===== src/payload_map_pkg.sv =====
// Purpose: shared constants, field layouts and types of the payload mapping block
// Assumes: AXI4-Lite with 8-bit byte addresses and 32-bit data
// Notes: every register takes one aligned word; unused bits read as zero

package payload_map_pkg;

  // ----------------------------------------------------------------
  // register map
  // ----------------------------------------------------------------
  localparam logic [7:0] OFS_PORT_CONTROL_ONE = 8'h00;
  localparam logic [7:0] OFS_PORT_CONTROL_TWO = 8'h04;
  localparam logic [7:0] OFS_LINE_CONTROL = 8'h08;
  localparam logic [7:0] OFS_FRACTION_SECTION_A = 8'h0C;
  localparam logic [7:0] OFS_FRACTION_GROUP = 8'h10;
  localparam logic [7:0] OFS_OVERHEAD_PATTERN = 8'h14;
  localparam logic [7:0] OFS_MAP_STATUS = 8'h18;
  localparam logic [7:0] OFS_VIOLATION_COUNT = 8'h1C;

  // ----------------------------------------------------------------
  // field positions
  // ----------------------------------------------------------------
  localparam int CAS_BIT = 0;        // cell_alignment_select
  localparam int HDLC_BIT = 1;       // 1: packets, 0: cells
  localparam int M23_PAYLOAD_BIT = 2; // M23 with C-bits carried as payload
  localparam int MODE_LSB = 0;       // framing_mode_select[5:0]
  localparam int UNI_BIT = 8;        // line_code_uni_select
  localparam int TX_ZSO_BIT = 0;     // tx_line_zero_suppress_off
  localparam int RX_ZSO_BIT = 1;     // rx_line_zero_suppress_off
  localparam int FRAC_OH_BIT = 0;    // section A is overhead
  localparam int FRAC_SIZE_LSB = 8;  // tx_fraction_section_a_size[7:0]
  localparam int ST_CELL_LSB = 0;
  localparam int ST_FRAME_LSB = 2;
  localparam int ST_TX_LSB = 4;
  localparam int ST_RX_LSB = 6;
  localparam int ST_PLCP_BIT = 8;
  localparam int ST_ERR_BIT = 9;

  // ----------------------------------------------------------------
  // framing mode decode and mapping constants
  // ----------------------------------------------------------------
  localparam logic [1:0] FAM_CBIT = 2'h0;
  localparam logic [1:0] FAM_M23 = 2'h1;
  localparam logic [1:0] FAM_G751 = 2'h2;
  localparam logic [1:0] FAM_G832 = 2'h3;
  localparam logic [2:0] SUB_MASK = 3'h1;
  localparam logic [2:0] SUB_IFRAC = 3'h2;
  localparam logic [2:0] SUB_OCTET_MASK = 3'h3;
  localparam logic [2:0] SUB_PLCP_MASK = 3'h5;
  localparam logic [1:0] SUB_PLCP_HI = 2'h2; // sub codes 100 and 101
  localparam logic [10:0] E3_OH_FIRST = 11'h00D; // frame bit 13
  localparam logic [10:0] E3_OH_LAST = 11'h010;  // frame bit 16
  localparam logic [3:0] PLCP_E3_PATTERN = 4'hC; // 1100
  localparam logic [3:0] ALT_PATTERN = 4'hA;     // 1010
  localparam logic [3:0] ONES_PATTERN = 4'hF;
  localparam logic [3:0] ZEROS_PATTERN = 4'h0;
  localparam logic [1:0] PAT_ONES = 2'h0;
  localparam logic [1:0] PAT_ZEROS = 2'h1;
  localparam logic [1:0] PAT_ALT = 2'h2;
  localparam logic [7:0] FRAC_OH_SIZE = 8'h04;
  localparam logic [15:0] G751_PAYLOAD_LEN = 16'h05F4; // 1524 bits
  localparam logic [15:0] COUNT_MAX = 16'hFFFF;
  localparam logic [1:0] RESP_OKAY = 2'h0;
  localparam logic [1:0] RESP_SLVERR = 2'h2;

  // ----------------------------------------------------------------
  // types
  // ----------------------------------------------------------------
  typedef enum logic [1:0] {
    ALIGN_BIT = 2'b00,
    ALIGN_NIBBLE = 2'b01,
    ALIGN_BYTE = 2'b10,
    ALIGN_CELL = 2'b11
  } align_e;

  typedef enum logic [1:0] {
    CODE_B3ZS = 2'b00,
    CODE_HDB3 = 2'b01,
    CODE_AMI = 2'b10,
    CODE_UNI = 2'b11
  } line_code_e;

  typedef struct packed {
    logic awvalid;
    logic [7:0] awaddr;
    logic wvalid;
    logic [31:0] wdata;
    logic [3:0] wstrb;
    logic bready;
    logic arvalid;
    logic [7:0] araddr;
    logic rready;
  } axil_req_s;

  typedef struct packed {
    logic awready;
    logic wready;
    logic bvalid;
    logic [1:0] bresp;
    logic arready;
    logic rvalid;
    logic [31:0] rdata;
    logic [1:0] rresp;
  } axil_rsp_s;

endpackage


===== src/pin_sync.sv =====
// Purpose: brings the external pulse pin into the clk domain
// Assumes: pin pulses are wider than two clock periods
// Notes: rise is a one-cycle pulse, registered

`timescale 1ns/100ps

module pin_sync
(
  input wire logic clk,       // block clock
  input wire logic rst,       // synchronous reset, active high
  input wire logic pin_async, // raw pin
  output logic rise           // one pulse per rising edge of the pin
);

  logic meta_reg;
  logic sync_reg;
  logic last_reg;
  logic rise_next;

  // edge detect looks only at the second stage, never the first
  always_comb
  begin
    rise_next = sync_reg & ~last_reg;
  end

  // two-stage synchroniser plus edge history
  always_ff @(posedge clk)
  begin
    if (rst)
    begin
      meta_reg <= 1'b0;
      sync_reg <= 1'b0;
      last_reg <= 1'b0;
      rise <= 1'b0;
    end
    else
    begin
      meta_reg <= pin_async;
      sync_reg <= meta_reg;
      last_reg <= sync_reg;
      rise <= rise_next;
    end
  end

endmodule


===== src/event_counter.sv =====
// Purpose: saturating 16-bit event counter with clear
// Assumes: inc and clr come from the clk domain
// Notes: an event in the clearing cycle is kept as a count of one

`timescale 1ns/100ps

module event_counter
  import payload_map_pkg::*;
(
  input wire logic clk,      // block clock
  input wire logic rst,      // synchronous reset, active high
  input wire logic inc,      // one count per cycle high
  input wire logic clr,      // clear pulse
  output logic [15:0] count  // registered count
);

  logic [15:0] count_next;

  // the clear wins, but an event in the clearing cycle counts as one so none is lost
  always_comb
  begin
    count_next = count;
    if (clr)
      count_next = inc ? 16'h0001 : 16'h0000;
    else if (inc && count != COUNT_MAX)
      count_next = count + 16'h0001;
  end

  always_ff @(posedge clk)
  begin
    if (rst)
      count <= 16'h0000;
    else
      count <= count_next;
  end

endmodule


===== src/cell_packet_payload_mapping.sv =====
// Purpose: per-port payload mapping control: alignment, PLCP use, E3 overhead
//          bits, line code choice and violation counting, behind AXI4-Lite
// Assumes: frame_bit_index and decoder_violation come from the framer on clk
// Notes: outputs lag their causes by one clock
// Behaviour
// - DS3 direct: cells nibble or bit aligned as selected; packets bit aligned
// - PLCP frame inside DS3 frames always sits on nibble boundaries
// - DS3 PLCP: cells cell-aligned, no packets, alignment select ignored
// - DS3 PLCP only in C-bit or M23 frames with generated C-bits
// - E3 G.751 direct: cells and packets bit aligned
// - E3 PLCP: frame bits 13-16 forced 1100, PLCP byte aligned, select ignored
// - E3 PLCP only in G.751, cells cell-aligned, never packets
// - fractional overhead bits 13-16 filled with ones, zeros or 1010
// - G.751 internal fractional: cells and packets bit aligned, select ignored
// - G.832: cells byte or bit aligned as selected; packets always bit
// - UNI bypasses coding; violation counter may count external pin pulses
// - overhead-mask modes never count pin pulses
// - DS3 and 52M clear channel use B3ZS, E3 uses HDB3
// - UNI bit wins; else suppress-off clear gives B3ZS/HDB3, set gives AMI
// - six-bit framing mode chooses framing independent of line mode
//
// Our own choices: the AXI4-Lite register port and the address map.

`timescale 1ns/100ps

module cell_packet_payload_mapping
(
  input wire logic clk,                                  // 200 MHz clock
  input wire logic rst,                                  // sync reset, high
  input payload_map_pkg::axil_req_s axil_req,            // AXI4-Lite requests
  output payload_map_pkg::axil_rsp_s axil_rsp,           // AXI4-Lite answers
  input wire logic [10:0] frame_bit_index,               // 1-based frame bit
  input wire logic decoder_violation,                    // coding violation
  input wire logic rx_negative_rail_pin,                 // external pulse pin
  output payload_map_pkg::align_e cell_align_mode,       // cell alignment
  output payload_map_pkg::align_e plcp_frame_align,      // PLCP frame alignment
  output logic plcp_active,                              // PLCP mapping on
  output payload_map_pkg::line_code_e tx_line_code,      // transmit code
  output payload_map_pkg::line_code_e rx_line_code,      // receive code
  output logic overhead_force,                           // replace this bit
  output logic overhead_value,                           // value to send
  output logic config_error                              // unusable setting
);
  import payload_map_pkg::*;

  // ----------------------------------------------------------------
  // decode helpers
  // ----------------------------------------------------------------
  function automatic logic is_mask_mode(input logic [5:0] mode);
    if (mode[5])
      is_mask_mode = (mode[2:0] == SUB_MASK) || (mode[2:0] == SUB_OCTET_MASK);
    else
      is_mask_mode = (mode[2:0] == SUB_MASK) || (mode[2:0] == SUB_PLCP_MASK);
  endfunction

  function automatic line_code_e pick_code(input logic uni, input logic off,
                                           input logic e3);
    if (uni)
      pick_code = CODE_UNI;
    else if (off)
      pick_code = CODE_AMI;
    else
      pick_code = e3 ? CODE_HDB3 : CODE_B3ZS;
  endfunction

  function automatic logic [31:0] merge(input logic [31:0] old,
                                        input logic [31:0] data, input logic [3:0] strb);
    merge = old;
    for (int i = 0; i < 4; i++)
      if (strb[i])
        merge[i*8 +: 8] = data[i*8 +: 8];
  endfunction

  // ----------------------------------------------------------------
  // control registers and bus state
  // ----------------------------------------------------------------
  logic [31:0] ctrl_one_reg, ctrl_one_next;
  logic [31:0] ctrl_two_reg, ctrl_two_next;
  logic [31:0] line_reg, line_next;
  logic [31:0] frac_a_reg, frac_a_next;
  logic [31:0] frac_g_reg, frac_g_next;
  logic [31:0] pat_reg, pat_next;
  logic aw_have_reg, aw_have_next;
  logic w_have_reg, w_have_next;
  logic [7:0] awaddr_reg, awaddr_next;
  logic [31:0] wdata_reg, wdata_next;
  logic [3:0] wstrb_reg, wstrb_next;
  axil_rsp_s rsp_next;
  logic cnt_clr;
  logic [15:0] viol_count;
  logic [31:0] status_word;

  assign status_word = {22'h000000, config_error, plcp_active, rx_line_code, tx_line_code,
                        plcp_frame_align, cell_align_mode};

  // bus slave: write waits for both address and data, then answers
  always_comb
  begin
    ctrl_one_next = ctrl_one_reg;
    ctrl_two_next = ctrl_two_reg;
    line_next = line_reg;
    frac_a_next = frac_a_reg;
    frac_g_next = frac_g_reg;
    pat_next = pat_reg;
    aw_have_next = aw_have_reg;
    w_have_next = w_have_reg;
    awaddr_next = awaddr_reg;
    wdata_next = wdata_reg;
    wstrb_next = wstrb_reg;
    rsp_next = axil_rsp;
    cnt_clr = 1'b0;
    if (axil_req.awvalid && axil_rsp.awready)
    begin
      aw_have_next = 1'b1;
      awaddr_next = axil_req.awaddr;
    end
    if (axil_req.wvalid && axil_rsp.wready)
    begin
      w_have_next = 1'b1;
      wdata_next = axil_req.wdata;
      wstrb_next = axil_req.wstrb;
    end
    if (axil_rsp.bvalid && axil_req.bready)
      rsp_next.bvalid = 1'b0;
    if (aw_have_reg && w_have_reg && !axil_rsp.bvalid)
    begin
      aw_have_next = 1'b0;
      w_have_next = 1'b0;
      rsp_next.bvalid = 1'b1;
      rsp_next.bresp = RESP_OKAY;
      case (awaddr_reg)
        OFS_PORT_CONTROL_ONE: ctrl_one_next = merge(ctrl_one_reg, wdata_reg, wstrb_reg);
        OFS_PORT_CONTROL_TWO: ctrl_two_next = merge(ctrl_two_reg, wdata_reg, wstrb_reg);
        OFS_LINE_CONTROL: line_next = merge(line_reg, wdata_reg, wstrb_reg);
        OFS_FRACTION_SECTION_A: frac_a_next = merge(frac_a_reg, wdata_reg, wstrb_reg);
        OFS_FRACTION_GROUP: frac_g_next = merge(frac_g_reg, wdata_reg, wstrb_reg);
        OFS_OVERHEAD_PATTERN: pat_next = merge(pat_reg, wdata_reg, wstrb_reg);
        OFS_MAP_STATUS: rsp_next.bresp = RESP_OKAY; // read-only, write ignored
        OFS_VIOLATION_COUNT: cnt_clr = 1'b1;
        default: rsp_next.bresp = RESP_SLVERR;
      endcase
    end
    if (axil_rsp.rvalid && axil_req.rready)
      rsp_next.rvalid = 1'b0;
    if (axil_req.arvalid && axil_rsp.arready)
    begin
      rsp_next.rvalid = 1'b1;
      rsp_next.rresp = RESP_OKAY;
      case (axil_req.araddr)
        OFS_PORT_CONTROL_ONE: rsp_next.rdata = ctrl_one_reg;
        OFS_PORT_CONTROL_TWO: rsp_next.rdata = ctrl_two_reg;
        OFS_LINE_CONTROL: rsp_next.rdata = line_reg;
        OFS_FRACTION_SECTION_A: rsp_next.rdata = frac_a_reg;
        OFS_FRACTION_GROUP: rsp_next.rdata = frac_g_reg;
        OFS_OVERHEAD_PATTERN: rsp_next.rdata = pat_reg;
        OFS_MAP_STATUS: rsp_next.rdata = status_word;
        OFS_VIOLATION_COUNT: rsp_next.rdata = {16'h0000, viol_count};
        default:
        begin
          rsp_next.rdata = 32'h00000000;
          rsp_next.rresp = RESP_SLVERR;
        end
      endcase
    end
    rsp_next.awready = !aw_have_next && !rsp_next.bvalid;
    rsp_next.wready = !w_have_next && !rsp_next.bvalid;
    rsp_next.arready = !rsp_next.rvalid;
  end

  // masks keep unimplemented bits reading as zero
  always_ff @(posedge clk)
  begin
    if (rst)
    begin
      ctrl_one_reg <= 32'h00000000;
      ctrl_two_reg <= 32'h00000000;
      line_reg <= 32'h00000000;
      frac_a_reg <= 32'h00000000;
      frac_g_reg <= 32'h00000000;
      pat_reg <= 32'h00000000;
      aw_have_reg <= 1'b0;
      w_have_reg <= 1'b0;
      awaddr_reg <= 8'h00;
      wdata_reg <= 32'h00000000;
      wstrb_reg <= 4'h0;
      axil_rsp <= '0;
    end
    else
    begin
      ctrl_one_reg <= ctrl_one_next & 32'h00000007;
      ctrl_two_reg <= ctrl_two_next & 32'h0000013F;
      line_reg <= line_next & 32'h00000003;
      frac_a_reg <= frac_a_next & 32'h0000FF01;
      frac_g_reg <= frac_g_next & 32'h0000FFFF;
      pat_reg <= pat_next & 32'h00000003;
      aw_have_reg <= aw_have_next;
      w_have_reg <= w_have_next;
      awaddr_reg <= awaddr_next;
      wdata_reg <= wdata_next;
      wstrb_reg <= wstrb_next;
      axil_rsp <= rsp_next;
    end
  end

  // ----------------------------------------------------------------
  // mapping decisions
  // ----------------------------------------------------------------
  logic [5:0] mode_sel;
  logic cas, hdlc, m23_pay, uni, mask_mode, e3, clear_ch, plcp_req, plcp_ok, g751;
  logic [1:0] fam;
  logic [2:0] sub;
  logic frac_ok, oh_window;
  logic [1:0] oh_sel;
  logic [3:0] frac_pattern;
  align_e cell_next, frame_next;
  logic plcp_next, err_next, force_next, value_next;

  assign mode_sel = ctrl_two_reg[MODE_LSB +: 6];
  assign fam = mode_sel[4:3];
  assign sub = mode_sel[2:0];
  assign clear_ch = mode_sel[5];
  assign cas = ctrl_one_reg[CAS_BIT];
  assign hdlc = ctrl_one_reg[HDLC_BIT];
  assign m23_pay = ctrl_one_reg[M23_PAYLOAD_BIT];
  assign uni = ctrl_two_reg[UNI_BIT];
  assign mask_mode = is_mask_mode(mode_sel);
  assign e3 = mode_sel[4];
  assign g751 = !clear_ch && fam == FAM_G751;
  assign plcp_req = !clear_ch && sub[2:1] == SUB_PLCP_HI;
  // PLCP rides only C-bit, M23 with generated C-bits, or G.751
  assign plcp_ok = plcp_req && !hdlc && (fam == FAM_CBIT || fam == FAM_G751 ||
                   (fam == FAM_M23 && !m23_pay));
  assign frac_ok = frac_a_reg[FRAC_OH_BIT] &&
                   frac_a_reg[FRAC_SIZE_LSB +: 8] == FRAC_OH_SIZE;
  assign oh_window = frame_bit_index >= E3_OH_FIRST && frame_bit_index <= E3_OH_LAST;
  assign oh_sel = 2'(E3_OH_LAST - frame_bit_index);
  assign frac_pattern = pat_reg[1:0] == PAT_ONES ? ONES_PATTERN :
                        pat_reg[1:0] == PAT_ZEROS ? ZEROS_PATTERN : ALT_PATTERN;

  // alignment and overhead choice; the select bit is ignored where fixed
  always_comb
  begin
    cell_next = ALIGN_BIT;
    plcp_next = 1'b0;
    if (clear_ch)
      cell_next = (sub == SUB_OCTET_MASK) ? ALIGN_BYTE : ALIGN_BIT;
    else if (plcp_ok)
    begin
      cell_next = ALIGN_CELL;
      plcp_next = 1'b1;
    end
    else if (hdlc)
      cell_next = ALIGN_BIT;
    else if (fam == FAM_G751)
      cell_next = ALIGN_BIT;
    else if (fam == FAM_G832)
      cell_next = cas ? ALIGN_BIT : ALIGN_BYTE;
    else
      cell_next = cas ? ALIGN_BIT : ALIGN_NIBBLE;
    if (plcp_ok)
      frame_next = e3 ? ALIGN_BYTE : ALIGN_NIBBLE;
    else
      frame_next = cell_next;
    // settings that the far side must avoid are flagged, not repaired
    err_next = (plcp_req && !plcp_ok) ||
               (!clear_ch && fam == FAM_M23 && m23_pay && !hdlc && !cas) ||
               (g751 && sub == SUB_IFRAC &&
                (!frac_ok || frac_g_reg[15:0] < G751_PAYLOAD_LEN));
    force_next = 1'b0;
    value_next = 1'b0;
    if (g751 && oh_window && plcp_ok)
    begin
      force_next = 1'b1;
      value_next = PLCP_E3_PATTERN[oh_sel];
    end
    else if (g751 && oh_window && sub == SUB_IFRAC && frac_ok)
    begin
      force_next = 1'b1;
      value_next = frac_pattern[oh_sel];
    end
  end

  always_ff @(posedge clk)
  begin
    if (rst)
    begin
      cell_align_mode <= ALIGN_NIBBLE;
      plcp_frame_align <= ALIGN_NIBBLE;
      plcp_active <= 1'b0;
      tx_line_code <= CODE_B3ZS;
      rx_line_code <= CODE_B3ZS;
      overhead_force <= 1'b0;
      overhead_value <= 1'b0;
      config_error <= 1'b0;
    end
    else
    begin
      cell_align_mode <= cell_next;
      plcp_frame_align <= frame_next;
      plcp_active <= plcp_next;
      tx_line_code <= pick_code(uni, line_reg[TX_ZSO_BIT], e3);
      rx_line_code <= pick_code(uni, line_reg[RX_ZSO_BIT], e3);
      overhead_force <= force_next;
      overhead_value <= value_next;
      config_error <= err_next;
    end
  end

  // ----------------------------------------------------------------
  // violation counting
  // ----------------------------------------------------------------
  logic pin_rise;
  logic cnt_inc;

  pin_sync u_pin_sync (
    .clk(clk),
    .rst(rst),
    .pin_async(rx_negative_rail_pin),
    .rise(pin_rise)
  );

  // UNI counts pin pulses unless overhead-mask owns the pin
  assign cnt_inc = uni ? (pin_rise && !mask_mode) : decoder_violation;

  event_counter u_event_counter (
    .clk(clk),
    .rst(rst),
    .inc(cnt_inc),
    .clr(cnt_clr),
    .count(viol_count)
  );
endmodule


===== config.mk =====
export PLATFORM = sky130hd
export DESIGN_NAME = cell_packet_payload_mapping
export DESIGN_NICKNAME = d
export VERILOG_FILES = /design/src/payload_map_pkg.sv /design/src/pin_sync.sv /design/src/event_counter.sv /design/src/cell_packet_payload_mapping.sv
export SDC_FILE = /design/constraint.sdc
export NUM_CORES = 1
export LEC_CHECK = 0
export ABC_AREA = 1
export BUFFER_PORTS_ARGS = -buffer_cell sky130_fd_sc_hd__buf_2
export CAP_MARGIN = 10
export CORE_ASPECT_RATIO = 0.7
export CORE_MARGIN = 1
export CORE_UTILIZATION = 40
export DETAILED_ROUTE_END_ITERATION = 12
export PLACE_DENSITY = 0.59
export SLEW_MARGIN = 5
export SYNTH_ARGS = -nofsm -noshare
export SYNTH_HDL_FRONTEND = slang
export SYNTH_SLANG_ARGS = --single-unit

===== constraint.sdc =====
create_clock -name clk -period 2.9 [get_ports clk]
set_clock_uncertainty 0.1 [all_clocks]
set_input_delay 0.145 -clock clk [delete_from_list [all_inputs] [get_ports clk]]
set_output_delay 0.145 -clock clk [all_outputs]
set_load 0.02 [all_outputs]

==> Flow_metrics.wiki <==
{| class="wikitable"
! Metric !! Value
|-
| Pin count of the biggest net entering global routing || 66
|-
| Violation count after the first detailed-route iteration || about 400
|-
| Cell at the root of the clock tree || clkbuf_16
|-
| Leading post-synthesis cells by cell area || dfxtp_1 42%, nand2_1 8.2%, nand3_1 7.7%, nor2_1 7.5%, a21oi_1 7.0%
|-
| CP endpoint kind || register
|-
| Setup violators final || 0
|-
| Share of final-layout standard cells stronger than drive strength 1 || 16.3%
|-
| CTS buffer count || 17
|-
| Number of register bits inferred by synthesis || around 120
|-
| Class of the worst hold path || primary input to register
|-
| Starting density of the core || 41.2%
|-
| Type of the setup path with the least slack || register to register
|-
| Final hold violation count || 0
|-
| Unique masters post-synth || 36
|-
| Worst Path Arrival || 2.14 ns
|-
| Max-slew headroom at the worst pin || 46.9%
|-
| Final worst-path setup slack || ~0.95 ns
|-
| Category of the worst setup path launch point || register
|-
| EDFF count, synth || 0
|-
| Die Wd || 146 um
|-
| Pins over their slew limit || 0
|-
| Share of the yosys chip area belonging to registers || around 42%
|-
| Last weighted congestion value of the routability-driven placer || 0.879
|-
| Max Cap Viol || 0
|-
| Row cnt || 36
|-
| Area delta synth->final || 24.6%
|-
| Largest fanout on the critical path || 14
|-
| Static Leakage || 3.02 nW
|-
| Number of flip-flops in the largest register || 23
|-
| Share of flip-flops with an asynchronous set or reset || 0%
|-
| # DRC || 0
|-
| Highest Clock Rate || 513 MHz
|-
| Outcome || complete, no violations
|-
| Floorplan die area || 14900 sq um
|-
| Routed wire per std cell || 13.9 um
|-
| Worst Path Required || just over 3 ns
|-
| Period Utilization, post-route || 67.3%
|-
| Post-layout min period || 1.95 ns
|-
| Register clock-pin slew on the reported worst setup and hold paths || ~0.06 ns
|-
| Antenna violations before repair || 0
|-
| TritonCTS sink count || 122
|-
| Register bank with the most flops || axil_rsp
|-
| Total gr overflow || 0
|-
| Top-area cell type share of the netlist area || 42.3%
|-
| Number of inserted diodes || 0
|-
| Detailed-router iteration count before antenna repair || 5
|-
| R2r worst-path depth || 6
|-
| Vertical extent of the die || between 100 and 150 um
|-
| Syn Std Cell Area || between 5000 and 6000 sq um
|-
| CTS H-tree lvls || 4
|-
| Number of buffers inserted by port buffering || 88
|-
| Most used flip-flop cell after synthesis || dfxtp_1
|-
| Warning count from the yosys run || 0
|-
| Wire length of the first global-routing pass || approximately 26000 um
|-
| Post-DRT Antenna Nets || 0
|-
| Vias in the first global route || 5139
|-
| Max rail drop VDD || ~0.00047 V
|-
| Overall track demand over capacity in global routing || 22.5%
|-
| Fillers || 1467
|-
| Hold Slack || 0.0126 ns
|-
| Cell depth of the worst hold path || 2
|-
| PD cells || 590 nW/um^2
|-
| HPWL Detailed || roughly 11000 um
|-
| Fin nets || 1008
|-
| Core Area || 14000 sq um
|-
| Routed wire length || 15800 um
|-
| Longest Clk Path Bufs || 2
|-
| Top-Level Pins || 125
|-
| Clock tree from TritonCTS || built
|-
| CTS-repair resized insts || 0
|-
| Mean area per synthesized cell || 7.03 sq um
|-
| Via density || roughly 4.9
|-
| Library cell occupying the most area in the post-synthesis netlist || dfxtp_1
|-
| Total negative setup slack || 0 ns
|-
| Worst slack after detailed placement || 1.02 ns
|-
| Via count || 5516
|-
| Later-pin clock latency in the skew report || 0.42 ns
|-
| Worst-Margin Slew || 0.794 ns
|-
| Number of instances in the synthesized netlist || 822
|-
| Unrepaired setup endpoints after global routing || false
|}
==> final timing paths <==
kind                                           from                  endpoint  slack, ns
worst min-delay path                            rst              axil_rsp[34]       0.01
worst max-delay path                  awaddr_reg[5]  u_event_counter.count[5]       0.95
worst min register to register  u_pin_sync.last_reg           u_pin_sync.rise       0.29
worst max register to register        awaddr_reg[5]  u_event_counter.count[5]       0.95
==> logic make-up (layout without fill, tap and decap cells) <==
group | Yosys count | count (layout) | synth area share [%]
and+or+nand+nor | 380 | 380 | 29.8
AOI/OAI and AO/OA | 176 | 176 | 16.0
buffers and inverters | 136 | 242 | 10.5
DFF | 122 | 122 | 42.3
xor gates and xnor gates | 4 | 4 | 0.607
adders and majority gates | 3 | 3 | 0.650
other | 1 | 18 | 0.0649
==> layout by cell type (no fill, tap or decap), drive strengths merged <==
cell | netlist | layout
o311ai | 1 | 1
xor2 | 4 | 4
a21oi | 82 | 82
nor3 | 11 | 11
nor2 | 128 | 128
o21bai | 1 | 1
conb | 1 | 18
o22ai | 1 | 1
a31oi | 1 | 1
clkbuf | 17 | 18
clkinvlp | 0 | 5
inv | 87 | 88
nand2 | 134 | 134
nor4 | 5 | 5
a211oi | 2 | 2
o31ai | 1 | 1
buf | 32 | 94
nand4 | 13 | 13
nand3 | 89 | 89
clkinv | 0 | 4
ha | 3 | 3
o21ai | 80 | 80
o211ai | 7 | 7
bufinv | 0 | 3
dfxtp | 122 | 122
dlygate4sd3 | 0 | 30
==> worst max-delay path: stages (launching register included) <==
cell     delay (ns)
dfxtp_1        0.34
inv_2          0.06
nand2_1        0.04
nor3_1         0.34
nand3_1        0.57
nand3_1        0.29
a21oi_1        0.08
==> metal layers <==
metal  global-route usage, %  vias up  routed length [um]
met4                    6.64        0                 140
met5                       0        -                   0
met1                    32.5     2469                8470
met3                    4.73       10                 810
met2                    33.8      142                6330
li1                        -     2895                   -
==> what timing repair did <==
action / CTS / global route
hold endpoints to repair: 34 / 0
hold buffers: 30 / 0
buffers inserted: 0 / 0
==> final cells by class <==
class                           instances  area (sq um)  share of cell area, %
Inverter                               87           329                   4.57
Clock buffer                           18           439                   6.10
Timing Repair Buffer                  124           786                   10.9
Tap cell                              190           238                   3.30
Sequential cell                       122          2440                   33.9
Clock inverter                         13           171                   2.38
Multi-Input combinational cell        581          2790                   38.8
==> cells in the mapped netlist (5+ instances only) <==
library cell	instances
a21oi_1	81
nor2_2	7
o211ai_1	7
nand3_1	89
nor4_1	5
dfxtp_1	122
nor2_4	5
o21ai_0	57
buf_2	10
nand2_2	5
inv_2	5
nor3_1	10
clkbuf_1	17
nor2_1	115
nand4_1	13
inv_1	81
nand2_1	126
o21ai_1	23
buf_4	20
==> power breakdown <==
part	switching [mW]	internal, mW
Sequential	0.0343	1.72
Combinational	0.196	0.116
Clock	0.804	1.37
==> through the flow <==
| step | power [mW] | cells | instance area, sq um | utilization, % |
|---|---|---|---|---|
| floorplan | 1.99 | 839 | 5840 | - |
| global placement | 2.07 | 1074 | 6280 | 44.9 |
| detailed placement | 2.07 | 1074 | 6280 | 44.9 |
| CTS | 4.27 | 1135 | 7190 | 51.4 |
| global route | 4.40 | 1135 | 7190 | 51.4 |
| finish | 4.24 | 1135 | 7190 | 51.4 |
No activity file was read; power rests on OpenSTA's default activity.
